===== src/cfgm_consts.svh =====
// constants for the trim configuration word map
`ifndef CFGM_CONSTS_SVH
`define CFGM_CONSTS_SVH

`define CFGM_WORD_W       10
`define CFGM_NUM_WORDS    10
`define CFGM_FIRST_USED   4
`define CFGM_STREAM_BITS  60
`define CFGM_COUNT_W      6
`define CFGM_SYNC_STAGES  2

`define CFGM_ADDR_BALANCE_TRIM   4
`define CFGM_ADDR_FB_BALANCE     5
`define CFGM_ADDR_RANGE_FB       6
`define CFGM_ADDR_OFFSET_FILTER  7
`define CFGM_ADDR_GAIN_TRIM      8
`define CFGM_ADDR_BIAS_OSC       9

`define CFGM_MASK_UNUSED  10'h000
`define CFGM_MASK_W4      10'h3fc
`define CFGM_MASK_W5      10'h3ff
`define CFGM_MASK_W6      10'h17f
`define CFGM_MASK_W7      10'h3fe
`define CFGM_MASK_W8      10'h1ff
`define CFGM_MASK_W9      10'h3ff

`define CFGM_NV_RESET     10'h000
`define CFGM_STREAM_RESET 60'h000_0000_0000_0000

`define CFGM_W9_IREF_LSB    7
`define CFGM_W9_VREF_LSB    3
`define CFGM_W8_GAIN_LSB    1
`define CFGM_W8_OFF0_POS    0
`define CFGM_W7_OFF_LSB     6
`define CFGM_W7_LEVEL_POS   5
`define CFGM_W7_FILTER_LSB  1
`define CFGM_W6_RANGE_POS   8
`define CFGM_W6_FB_LSB      0
`define CFGM_W5_FB_LSB      7
`define CFGM_W5_BAL_LSB     0
`define CFGM_W4_BAL_LSB     8
`define CFGM_W4_TRIM_LSB    2

`define CFGM_VREF_NOMINAL   4'h8
`define CFGM_IREF_NOMINAL   3'h6

`endif


===== src/cfgm_pkg.sv =====
// types for the trim configuration word map
package cfgm_pkg;

	typedef enum logic [1:0] {
		cfgm_osc_nominal,
		cfgm_osc_raise,
		cfgm_osc_lower
	} cfgm_osc_dir_type;

	typedef enum logic [1:0] {
		cfgm_run,
		cfgm_held,
		cfgm_reload
	} cfgm_state_type;

endpackage


===== src/cfgm_pin_sync.sv =====
// two flip-flop synchronisers for the programming pins
`timescale 1ns/1ps
module cfgm_pin_sync #(
	parameter int               WIDTH      = 5,
	parameter logic [WIDTH-1:0] IDLE_LEVEL = '0
) (
	input  wire logic             clk,
	input  wire logic             reset,
	input  wire logic [WIDTH-1:0] pin_in,
	output logic      [WIDTH-1:0] pin_sync
);

	genvar i;
	generate
		for (i = 0; i < WIDTH; i++) begin : g_bit
			logic meta_q;
			always_ff @(posedge clk) begin
				// reset to the pin's idle level, so no false edge follows reset
				if (reset) begin
					meta_q      <= IDLE_LEVEL[i];
					pin_sync[i] <= IDLE_LEVEL[i];
				end else begin
					meta_q      <= pin_in[i];
					pin_sync[i] <= meta_q;
				end
			end
		end
	endgenerate

endmodule // cfgm_pin_sync


===== src/cfgm_word_map.sv =====
// serial programming link, volatile and nonvolatile trim words, field decode
//
// Notes on behaviour
// - hold current, voltage and oscillator trim fields
// - hold buffer, filter and capacitor trim fields
// - word 9: current, voltage, reversed oscillator trim
// - word 7: offset bits, level select, filter code
// - word 6: gain range, feedback bits 9..3
// - word 5: feedback bits 2..0, balance bits 8..2
// - word 4: balance bits 1..0, reversed trim cap
// - words 0..3 and spare bits carry nothing
// - voltage trim 0000 max up, 1000 nominal
// - current trim 000 lowest, 110 nominal, 111 highest
// - oscillator trim decodes nominal, raise or lower
// - 60-bit stream shifts in bit 0 first
// - reset release reloads volatile from nonvolatile words
// - data captured on serial strobe rising edge
// - select high loads volatile words directly
`include "cfgm_consts.svh"
`timescale 1ns/1ps
module cfgm_word_map (
	input  wire logic        clk,
	input  wire logic        reset,
	input  wire logic        chip_reset_n,
	input  wire logic        direct_program_select,
	input  wire logic        serial_clock_in,
	input  wire logic        serial_data_in,
	input  wire logic        program_write_line,
	output logic             readback_line,
	output logic [2:0]       current_ref_trim,
	output logic [3:0]       voltage_ref_trim,
	output logic [2:0]       osc_trim,
	output logic [7:0]       gain_trim,
	output logic [4:0]       offset_trim,
	output logic             output_level_select,
	output logic [3:0]       filter_bandwidth_code,
	output logic             buffer_gain_range,
	output logic [9:0]       feedback_cap_code,
	output logic [8:0]       balance_cap_code,
	output logic [5:0]       trim_cap_code,
	output logic signed [4:0] voltage_adjust_steps,
	output logic signed [3:0] current_adjust_steps,
	output cfgm_pkg::cfgm_osc_dir_type osc_direction,
	output logic [1:0]       osc_step,
	output logic             frame_complete
);

	localparam int WW = `CFGM_WORD_W;
	localparam int NB = `CFGM_STREAM_BITS;

	logic [4:0]        pins_raw;
	logic [4:0]        pins_sync;
	logic              strobe_s;
	logic              data_s;
	logic              select_s;
	logic              write_s;
	logic              rst_n_s;
	logic              strobe_prev_q;
	logic              select_prev_q;
	logic              write_prev_q;
	logic              rst_n_prev_q;
	logic              strobe_rise;
	logic              select_edge;
	logic              write_rise;
	logic              rst_release;
	logic [NB-1:0]     shift_q;
	logic [NB-1:0]     shift_d;
	logic [`CFGM_COUNT_W-1:0] count_q;
	logic              full_q;
	logic [NB-1:0]     volatile_q;
	logic [WW-1:0]     nv_q [`CFGM_FIRST_USED:`CFGM_NUM_WORDS-1];
	logic [NB-1:0]     nv_stream;
	logic [`CFGM_COUNT_W-1:0] read_ptr_q;
	cfgm_pkg::cfgm_state_type state_q;
	logic [WW-1:0]     w4;
	logic [WW-1:0]     w5;
	logic [WW-1:0]     w6;
	logic [WW-1:0]     w7;
	logic [WW-1:0]     w8;
	logic [WW-1:0]     w9;
	logic [2:0]        osc_raw;
	logic [7:0]        gain_raw;
	logic [5:0]        trim_raw;

	// spare bit positions forced to zero on every path into storage
	function automatic logic [NB-1:0] mask_stream(input logic [NB-1:0] s);
		logic [NB-1:0] m;
		m = {`CFGM_MASK_W9, `CFGM_MASK_W8, `CFGM_MASK_W7,
			`CFGM_MASK_W6, `CFGM_MASK_W5, `CFGM_MASK_W4};
		return s & m;
	endfunction

	function automatic logic [WW-1:0] word_mask(input int addr);
		logic [WW-1:0] m;
		m = `CFGM_MASK_UNUSED;
		unique case (addr)
			`CFGM_ADDR_BALANCE_TRIM:  m = `CFGM_MASK_W4;
			`CFGM_ADDR_FB_BALANCE:    m = `CFGM_MASK_W5;
			`CFGM_ADDR_RANGE_FB:      m = `CFGM_MASK_W6;
			`CFGM_ADDR_OFFSET_FILTER: m = `CFGM_MASK_W7;
			`CFGM_ADDR_GAIN_TRIM:     m = `CFGM_MASK_W8;
			`CFGM_ADDR_BIAS_OSC:      m = `CFGM_MASK_W9;
			default:                  m = `CFGM_MASK_UNUSED;
		endcase
		return m;
	endfunction

	assign pins_raw = {chip_reset_n, program_write_line, direct_program_select,
		serial_data_in, serial_clock_in};

	// chip reset pin idles high; the other pins idle low
	cfgm_pin_sync #(
		.WIDTH      (5),
		.IDLE_LEVEL (5'h10)
	) u_sync (
		.clk      (clk),
		.reset    (reset),
		.pin_in   (pins_raw),
		.pin_sync (pins_sync)
	);

	assign strobe_s = pins_sync[0];
	assign data_s   = pins_sync[1];
	assign select_s = pins_sync[2];
	assign write_s  = pins_sync[3];
	assign rst_n_s  = pins_sync[4];

	always_ff @(posedge clk) begin
		if (reset) begin
			strobe_prev_q <= 1'b0;
			select_prev_q <= 1'b0;
			write_prev_q  <= 1'b0;
			rst_n_prev_q  <= 1'b1;
		end else begin
			strobe_prev_q <= strobe_s;
			select_prev_q <= select_s;
			write_prev_q  <= write_s;
			rst_n_prev_q  <= rst_n_s;
		end
	end

	// data and strobe share the same sync delay, so data is stable here
	assign strobe_rise = strobe_s & ~strobe_prev_q;
	assign select_edge = select_s ^ select_prev_q;
	assign write_rise  = write_s & ~write_prev_q;
	assign rst_release = rst_n_s & ~rst_n_prev_q;

	// new bit enters at the top, so bit 0 ends at the bottom after 60 shifts
	assign shift_d = {data_s, shift_q[NB-1:1]};

	always_ff @(posedge clk) begin
		if (reset) begin
			shift_q <= `CFGM_STREAM_RESET;
		end else if (strobe_rise && rst_n_s && !full_q) begin
			shift_q <= shift_d;
		end
	end

	// frame restarts on any select change, so a half frame is discarded
	always_ff @(posedge clk) begin
		if (reset) begin
			count_q <= '0;
			full_q  <= 1'b0;
		end else if (!rst_n_s || select_edge || write_rise) begin
			count_q <= '0;
			full_q  <= 1'b0;
		end else if (strobe_rise && !full_q) begin
			if (count_q == `CFGM_COUNT_W'(NB - 1)) begin
				count_q <= '0;
				full_q  <= 1'b1;
			end else begin
				count_q <= count_q + `CFGM_COUNT_W'(1);
			end
		end
	end

	assign frame_complete = full_q;

	// reset sequencer: hold while the chip reset pin is low, reload on release
	always_ff @(posedge clk) begin
		if (reset) begin
			state_q <= cfgm_pkg::cfgm_reload;
		end else begin
			unique case (state_q)
				cfgm_pkg::cfgm_run: begin
					if (!rst_n_s) begin
						state_q <= cfgm_pkg::cfgm_held;
					end
				end
				cfgm_pkg::cfgm_held: begin
					if (rst_release) begin
						state_q <= cfgm_pkg::cfgm_reload;
					end
				end
				cfgm_pkg::cfgm_reload: begin
					state_q <= rst_n_s ? cfgm_pkg::cfgm_run : cfgm_pkg::cfgm_held;
				end
			endcase
		end
	end

	// nonvolatile store: words 0..3 carry nothing, so they get no flops
	genvar a;
	generate
		for (a = `CFGM_FIRST_USED; a < `CFGM_NUM_WORDS; a++) begin : g_nv
			always_ff @(posedge clk) begin
				if (reset) begin
					nv_q[a] <= `CFGM_NV_RESET;
				end else if (write_rise && full_q) begin
					nv_q[a] <= shift_q[(a - `CFGM_FIRST_USED) * WW +: WW] & word_mask(a);
				end
			end
		end
	endgenerate

	assign nv_stream = {nv_q[9], nv_q[8], nv_q[7], nv_q[6], nv_q[5], nv_q[4]};

	// volatile words: direct load on frame end, reload after chip reset
	always_ff @(posedge clk) begin
		if (reset) begin
			volatile_q <= `CFGM_STREAM_RESET;
		end else if (state_q == cfgm_pkg::cfgm_reload) begin
			volatile_q <= mask_stream(nv_stream);
		end else if (select_s && rst_n_s && strobe_rise && !full_q
			&& count_q == `CFGM_COUNT_W'(NB - 1)) begin
			volatile_q <= mask_stream(shift_d);
		end
	end

	// read-back walks the volatile words bit 0 first, one bit per strobe
	always_ff @(posedge clk) begin
		if (reset || !rst_n_s || select_edge) begin
			read_ptr_q <= '0;
		end else if (strobe_rise && !select_s) begin
			if (read_ptr_q == `CFGM_COUNT_W'(NB - 1)) begin
				read_ptr_q <= '0;
			end else begin
				read_ptr_q <= read_ptr_q + `CFGM_COUNT_W'(1);
			end
		end
	end

	always_ff @(posedge clk) begin
		if (reset) begin
			readback_line <= 1'b0;
		end else begin
			readback_line <= volatile_q[read_ptr_q];
		end
	end

	assign w4 = volatile_q[0*WW +: WW];
	assign w5 = volatile_q[1*WW +: WW];
	assign w6 = volatile_q[2*WW +: WW];
	assign w7 = volatile_q[3*WW +: WW];
	assign w8 = volatile_q[4*WW +: WW];
	assign w9 = volatile_q[5*WW +: WW];

	// reversed fields: field bit i sits at word position (top - i)
	genvar b;
	generate
		for (b = 0; b < 3; b++) begin : g_osc
			assign osc_raw[b] = w9[2 - b];
		end
		for (b = 0; b < 8; b++) begin : g_gain
			assign gain_raw[b] = w8[`CFGM_W8_GAIN_LSB + 7 - b];
		end
		for (b = 0; b < 6; b++) begin : g_trim
			assign trim_raw[b] = w4[`CFGM_W4_TRIM_LSB + 5 - b];
		end
	endgenerate

	always_ff @(posedge clk) begin
		if (reset) begin
			current_ref_trim <= 3'h0;
			voltage_ref_trim <= 4'h0;
			osc_trim         <= 3'h0;
		end else begin
			current_ref_trim <= w9[`CFGM_W9_IREF_LSB +: 3];
			voltage_ref_trim <= w9[`CFGM_W9_VREF_LSB +: 4];
			osc_trim         <= osc_raw;
		end
	end

	always_ff @(posedge clk) begin
		if (reset) begin
			gain_trim             <= 8'h00;
			offset_trim           <= 5'h00;
			output_level_select   <= 1'b0;
			filter_bandwidth_code <= 4'h0;
		end else begin
			gain_trim             <= gain_raw;
			offset_trim           <= {w7[`CFGM_W7_OFF_LSB], w7[`CFGM_W7_OFF_LSB + 1],
				w7[`CFGM_W7_OFF_LSB + 2], w7[`CFGM_W7_OFF_LSB + 3],
				w8[`CFGM_W8_OFF0_POS]};
			output_level_select   <= w7[`CFGM_W7_LEVEL_POS];
			filter_bandwidth_code <= w7[`CFGM_W7_FILTER_LSB +: 4];
		end
	end

	always_ff @(posedge clk) begin
		if (reset) begin
			buffer_gain_range <= 1'b0;
			feedback_cap_code <= 10'h000;
			balance_cap_code  <= 9'h000;
			trim_cap_code     <= 6'h00;
		end else begin
			buffer_gain_range <= w6[`CFGM_W6_RANGE_POS];
			feedback_cap_code <= {w6[`CFGM_W6_FB_LSB +: 7], w5[`CFGM_W5_FB_LSB +: 3]};
			balance_cap_code  <= {w5[`CFGM_W5_BAL_LSB +: 7], w4[`CFGM_W4_BAL_LSB +: 2]};
			trim_cap_code     <= trim_raw;
		end
	end

	// adjust steps are relative to nominal: positive means larger output
	always_ff @(posedge clk) begin
		if (reset) begin
			voltage_adjust_steps <= 5'sh00;
			current_adjust_steps <= 4'sh0;
		end else begin
			voltage_adjust_steps <= 5'($signed({1'b0, `CFGM_VREF_NOMINAL})
				- $signed({1'b0, w9[`CFGM_W9_VREF_LSB +: 4]}));
			current_adjust_steps <= 4'($signed({1'b0, w9[`CFGM_W9_IREF_LSB +: 3]})
				- $signed({1'b0, `CFGM_IREF_NOMINAL}));
		end
	end

	// code 100 is a second nominal; larger step means larger change
	always_ff @(posedge clk) begin
		if (reset) begin
			osc_direction <= cfgm_pkg::cfgm_osc_nominal;
			osc_step      <= 2'h0;
		end else if (osc_raw[1:0] == 2'h0) begin
			osc_direction <= cfgm_pkg::cfgm_osc_nominal;
			osc_step      <= 2'h0;
		end else begin
			osc_direction <= osc_raw[2] ? cfgm_pkg::cfgm_osc_lower
				: cfgm_pkg::cfgm_osc_raise;
			osc_step      <= osc_raw[1:0];
		end
	end

endmodule // cfgm_word_map


===== config.mk =====
export PLATFORM = sky130hd
export DESIGN_NAME = cfgm_word_map
export DESIGN_NICKNAME = d
export VERILOG_FILES = /design/src/cfgm_pkg.sv /design/src/cfgm_pin_sync.sv /design/src/cfgm_word_map.sv
export VERILOG_INCLUDE_DIRS = /design/src
export SDC_FILE = /design/constraint.sdc
export NUM_CORES = 1
export LEC_CHECK = 0
export BUFFER_PORTS_ARGS = -buffer_cell sky130_fd_sc_hd__buf_2
export CAP_MARGIN = 10
export CELL_PAD_IN_SITES_DETAIL_PLACEMENT = 1
export CELL_PAD_IN_SITES_GLOBAL_PLACEMENT = 1
export CORE_ASPECT_RATIO = 0.9
export CORE_MARGIN = 8
export CORE_UTILIZATION = 40
export CTS_CLUSTER_SIZE = 8
export DETAILED_ROUTE_END_ITERATION = 7
export PLACE_DENSITY_LB_ADDON = 0.05
export SYNTH_ARGS = -nofsm -noshare
export SYNTH_HDL_FRONTEND = slang
export SYNTH_SLANG_ARGS = --single-unit

===== constraint.sdc =====
create_clock -name clk -period 2.6 [get_ports clk]
set_input_delay 0.26 -clock clk [delete_from_list [all_inputs] [get_ports clk]]
set_output_delay 0.26 -clock clk [all_outputs]
set_load 0.01 [all_outputs]

## After elaboration in Yosys (flattened, before gate mapping)

Memories as Yosys holds them, arrays and structs flattened.
Cells that the tools add are included.

| cells by class | value |
|---|---|
| add/sub/neg operators | 4 |
| magnitude comparators | 1 |
| muxes and demuxes | 22 |
| bitwise logic cells | 13 |
| reduce and logical (&&, ||, !) cells | 23 |
| eq/ne operators | 6 |

Operators by type and width:

| kind | count |
|---|---|
| two-way mux 60 bit | 2 |
| two-way mux 10 bit | 6 |
| adder 6 x 1 -> 6 bit (second input constant) | 2 |
| == test 6 bit (second input constant) | 2 |
| two-way mux 6 bit | 2 |
| logical AND 1 bit | 9 |
| < comparator 6 x 7 -> 1 bit (second input constant) | 1 |
| two-way mux 1 bit | 7 |
| binary-select mux 1 bit (select 6 bit) | 1 |
| two-way mux 2 bit | 3 |
| bitwise OR 1 bit | 6 |
| case mux 2 bit (3 select lines) | 1 |
| subtractor 4 x 4 -> 5 bit (first input constant) | 1 |
| zero test 2 bit | 2 |
| logical OR 1 bit | 4 |
| != test 2 bit (second input constant) | 2 |
| AND reduction 2 bit | 2 |
| OR reduction 2 bit | 2 |
| subtractor 3 x 3 -> 4 bit (second input constant) | 1 |
| bitwise AND 1 bit | 3 |
| zero test 1 bit | 3 |
| inverter 1 bit | 3 |
| == test 2 x 1 -> 1 bit (second input constant) | 1 |
| == test 2 bit (second input constant) | 1 |
| 2 further kinds | 2 |

| word-level totals | value |
|---|---|
| RAM bits | 60 |
| output and inout port bits | 69 |
| memories | 1 |
| logic and storage cells | 106 |
| register bits | 211 |

Memory list:

| memory | depth | bits a word | read ports | clocked after memory_dff | write ports | line | text |
|---|---|---|---|---|---|---|---|
| nv_q | 6 | 10 | 6 | 0 | 6 | cfgm_word_map.sv:71 | `` logic [WW-1:0] nv_q [`CFGM_FIRST_USED:`CFGM_NUM_WORDS-1]; `` |

## Depth between registers and ports, before layout

| depth | value |
|---|---|
| depth after elaboration | 7 |
| depth in mapped cells | 8 |
| depth with buffers taken out | 5 |

## By module

Synthesis repeated with hierarchy kept, for this count alone.

| second synthesis, totals | value |
|---|---|
| cells, all modules | 915 |
| area, all modules | 9,905.8 sq um |

Modules (own cells, without submodules):

| module | times used | cells an instance | area each (sq um) |
|---|---|---|---|
| cfgm_word_map | 1 | 895 | 9,643.0 |
| cfgm_pin_sync | 1 | 20 | 262.8 |

## Worst setup path before layout

Ideal clock, no wire load.

| timing | value |
|---|---|
| path type | input to register |
| from | input reset |
| to | register, netlist name nv_q[2][10] |
| required time | 2.187 ns |
| setup slack | 0.374 ns |
| cell stages on the path | 3 |
| setup time | 0.413 ns |
| arrival time | 1.813 ns |
| cells stage by stage | clkbuf_1 > inv_1 > nand2_1 |

RTL lines:

| what | line | text |
|---|---|---|
| start: declaration | cfgm_word_map.sv:23 | `input wire logic reset,` |

## Worst setup path in the final report

| timing | value |
|---|---|
| from | register full_q (netlist: frame_complete) |
| to | register shift_q[26] |

| on the way | value |
|---|---|
| word-level cells in the longest chain between the ends | 2 |

RTL lines:

| what | line | text |
|---|---|---|
| start: declaration | cfgm_word_map.sv:69 | `logic full_q;` |
| start signal: assignment | cfgm_word_map.sv:163 | `full_q <= 1'b0;` |
| start signal: assignment | cfgm_word_map.sv:166 | `full_q <= 1'b0;` |
| start signal: assignment | cfgm_word_map.sv:170 | `full_q <= 1'b1;` |
| zero test 1 bit | cfgm_word_map.sv:154 | `end else if (strobe_rise && rst_n_s && !full_q) begin` |
| logical AND 1 bit | cfgm_word_map.sv:154 |  |
| end signal: assignment | cfgm_word_map.sv:153 | `` shift_q <= `CFGM_STREAM_RESET; `` |
| end signal: assignment | cfgm_word_map.sv:155 | `shift_q <= shift_d;` |
| end: declaration | cfgm_word_map.sv:66 | `logic [NB-1:0] shift_q;` |

Every way passes these cells.
A chain may end at the register's enable or synchronous reset.

==> metrics.yaml <==
status: "finished, final reports clean"
synthCells: 916
place_inst: 1246
seq_power_share_pct: 45.9
worstSetupPathType: "flop to flop"
worst_path_max_delay_cell: "buf_4"
maxCapViolCount: 0
hold_start: "reset"
rsz0062_at_grt: "no"
postCtsResizedCells: 0
finalSetupViolations: 0
pin_count: 76
ctsHtreeMaxLevel: 2
synth_seq_area_share_pct: 58.2
cts_sinks: 261
drt-total-wl_mm: 23.6
cp-start-kind: "flop"
grt_first_pass_wirelength_mm: 39.2
finalNetCount: 994
power_density_mw_per_mm2: 821
post-cts-setup-buffers: 0
crit_required_ns: 3.01
hold_class: "input port to flop"
synth.top_cells.by_area: "dfxtp_1 42%, edfxtp_1 16%, mux2i_1 6.1%"
worst_setup_path_end_kind: "flop"
insertion_delay_ns: 0.51
worstPathArrival_ns: 2.39
dieArea_sq_mm: 0.0301
slowest_delay_ns: 0.55
power.internal_uw: 7450
dieHeight_microns: 165
path_clk_slew_ns: 0.05
timing.slew.headroom_pct: 40.2
yosysMostFrequentCell: "dfxtp_1"
grt_pass1_vias: 7295
coreArea_sq_mm: 0.0243
synth_edf_count: 54
cts_hold_buf: 5
power_uw: 9640
final_max_slew_viol_count: 0
synth_area_sq_mm: 0.00991
synth.net_count: 927
period_needed_ns: 1.98
finalNonFillerCells: 1318
p_clk_share_pct: 47.8
reg2reg_from: "frame_complete"
antenna_found_initial: 0
numCtsBuffers: 38
dp_hpwl_mm: 14.4
pwr-share-comb_pct: 6.3
die_x_microns: 182
ys_ff_latch: 261
gp_congestion: 0.758
worst-slew-pin-transition_ns: 0.897
fin_hold_ws_ns: 0.0909
drtIter0Drc: 343
drive_gt1_share_pct: 19.3
pre_cts_ws_ns: 0.619
ys.flop_type: "dfxtp_1"
rr_worst_depth: 5
synthTopCellsByCount: "207 x dfxtp_1, 128 x nand2_1, 80 x nor2_1, 72 x nor2b_1, 64 x a21oi_1"
grt-ovfl-total: 0
first_pass_iters: 4
cts_tree: "built"
switching_share_pct: 22.6
synth_area_per_cell_sq_um: 10.8
drc: 0
hold_viol: 0
io_buffers: 75
avgViaCountPerCell: 5.13
worstPathCellList: "nor3b_4, and2_2, buf_4, nand2_1, a21oi_1"
finClkSkew_ns: 0.00891
diodes: 0
critPathMaxFanout: 58
yosysTopAreaCell: "dfxtp_1"
ff2ff_setup_slack_ns: 0.62
async_reset_ff_share_pct: 0
fp-row-count: 54
holdPathStages: 2
peakVddDrop_uv: 388
fin_crit_sh_pct: 76.0
p_leak_uw: 0.00443
ys_warn_count: 0
synth_top_cell_area_share_pct: 41.8
vias: 6765
syn_to_final_growth_pct: 18.5
grt_max_degree: 156
finalSetupTns_ns: 0
holdPathEnd: "current_adjust_steps[1]"
wire_per_inst_microns: 17.9
fmax_mhz: 506
clk_path_buf_depth: 3
grt_use_total_pct: 16.1
synth_cell_type_count: 41
start_util_pct: 40.7
timing.rr.end: "shift_q[26]"
postRouteAntennaNets: 0
power.switching_uw: 2180
setup_ws_ns: 0.623
cts-root-buf: "clkbuf_16"
==> metrics by stage <==
step | utilization, % | cell area, sq um
CTS | 48.3 | 11700
detailed placement | 43.4 | 10600
finish | 48.3 | 11700
global placement | 43.4 | 10600
floorplan | - | 9910
global route | 48.3 | 11700
==> metal layers <==
metal,GRT usage [%],up-vias,part of all wire (%)
met2,27.0,123,46
li1,-,3253,-
met3,3.48,52,4.2
met5,0,-,0
met1,20.1,3337,47
met4,6.40,0,2.9
==> cell type report <==
type | count | area, sq um
fillers | 2622 | 12600
flip-flops and latches | 261 | 5770
multi-input cells | 580 | 3830
clock buffers | 66 | 1120
repair buffers | 94 | 599
well taps | 308 | 385
inverters | 8 | 30.0
clock inverters | 1 | 5.00
==> layout by cell type, fill, tap and decap left out, types with 5 or more instances in the layout <==
master,count
xor2_1,5
inv_1,8
buf_2,74
a21oi_1,64
mux4_2,10
nand2_1,127
buf_4,9
a211oi_2,46
dfxtp_1,207
xnor2_1,6
a211oi_1,9
nor2_1,79
clkbuf_16,41
dlygate4sd3_1,5
edfxtp_1,54
nand4_1,6
mux2i_1,60
buf_12,5
and2_1,55
clkbuf_1,25
nor2b_1,71
==> power by group through the flow <==
| stage | logic (uW) | clock network (uW) | registers, uW |
|---|---|---|---|
| 5_1_grt | 671 | 4910 | 4440 |
| 4_1_cts | 620 | 4740 | 4430 |
| 3_5_place_dp | 610 | 0 | 4510 |
| 3_3_place_gp | 600 | 0 | 4510 |
| 6_report | 606 | 4600 | 4430 |
| 2_1_floorplan | 422 | 0 | 4480 |
==> worst max-delay path: cells and delay by family (launching register included) <==
kind | cells | cell delay, ns
buffers and inverters | 1 | 0.55
AO/OA/AOI/OAI | 1 | 0.17
flip-flops | 1 | 0.35
AND/OR/NAND/NOR | 3 | 0.79
==> kinds of logic (layout without fill, tap and decap cells) <==
family | count (synthesis) | in the layout | synth area share (%)
compound gates | 136 | 136 | 11.1
simple gates | 359 | 359 | 17.5
xor+xnor | 11 | 11 | 0.972
fa+ha+maj | 4 | 4 | 0.505
mux | 70 | 70 | 8.33
buf+inv | 75 | 169 | 3.42
flops | 261 | 261 | 58.2
==> state kept, by name, indices dropped and copies added (netlist names), 3 cells and up <==
| name | count |
|---|---|
| shift_q | 58 |
| nv_q | 54 |
| volatile_q | 54 |
| feedback_cap_code | 10 |
| balance_cap_code | 9 |
| gain_trim | 8 |
| count_q | 6 |
| read_ptr_q | 6 |
| trim_cap_code | 6 |
| offset_trim | 5 |
| u_sync.g_bit.meta_q | 5 |
| u_sync.pin_sync | 5 |
| filter_bandwidth_code | 4 |
| voltage_adjust_steps | 4 |
| voltage_ref_trim | 4 |
| current_adjust_steps | 3 |
| current_ref_trim | 3 |
| osc_trim | 3 |
==> worst max-delay path by stage <==
| stage | from | to | slack (ns) | depth (start not counted) |
|---|---|---|---|---|
| 5_1_grt | u_sync.pin_sync[0] | shift_q[26] | 0.43 | 5 |
| 3_5_place_dp | frame_complete | shift_q[39] | 0.62 | 5 |
| 6_report | frame_complete | shift_q[26] | 0.62 | 5 |
| 3_3_place_gp | read_ptr_q[2] | readback_line | 0.64 | 5 |
| 4_1_cts | u_sync.pin_sync[0] | shift_q[26] | 0.61 | 5 |
| 2_1_floorplan | reset | nv_q[2][10] | 0.37 | 3 |
No activity file was read; power rests on OpenSTA's default activity.
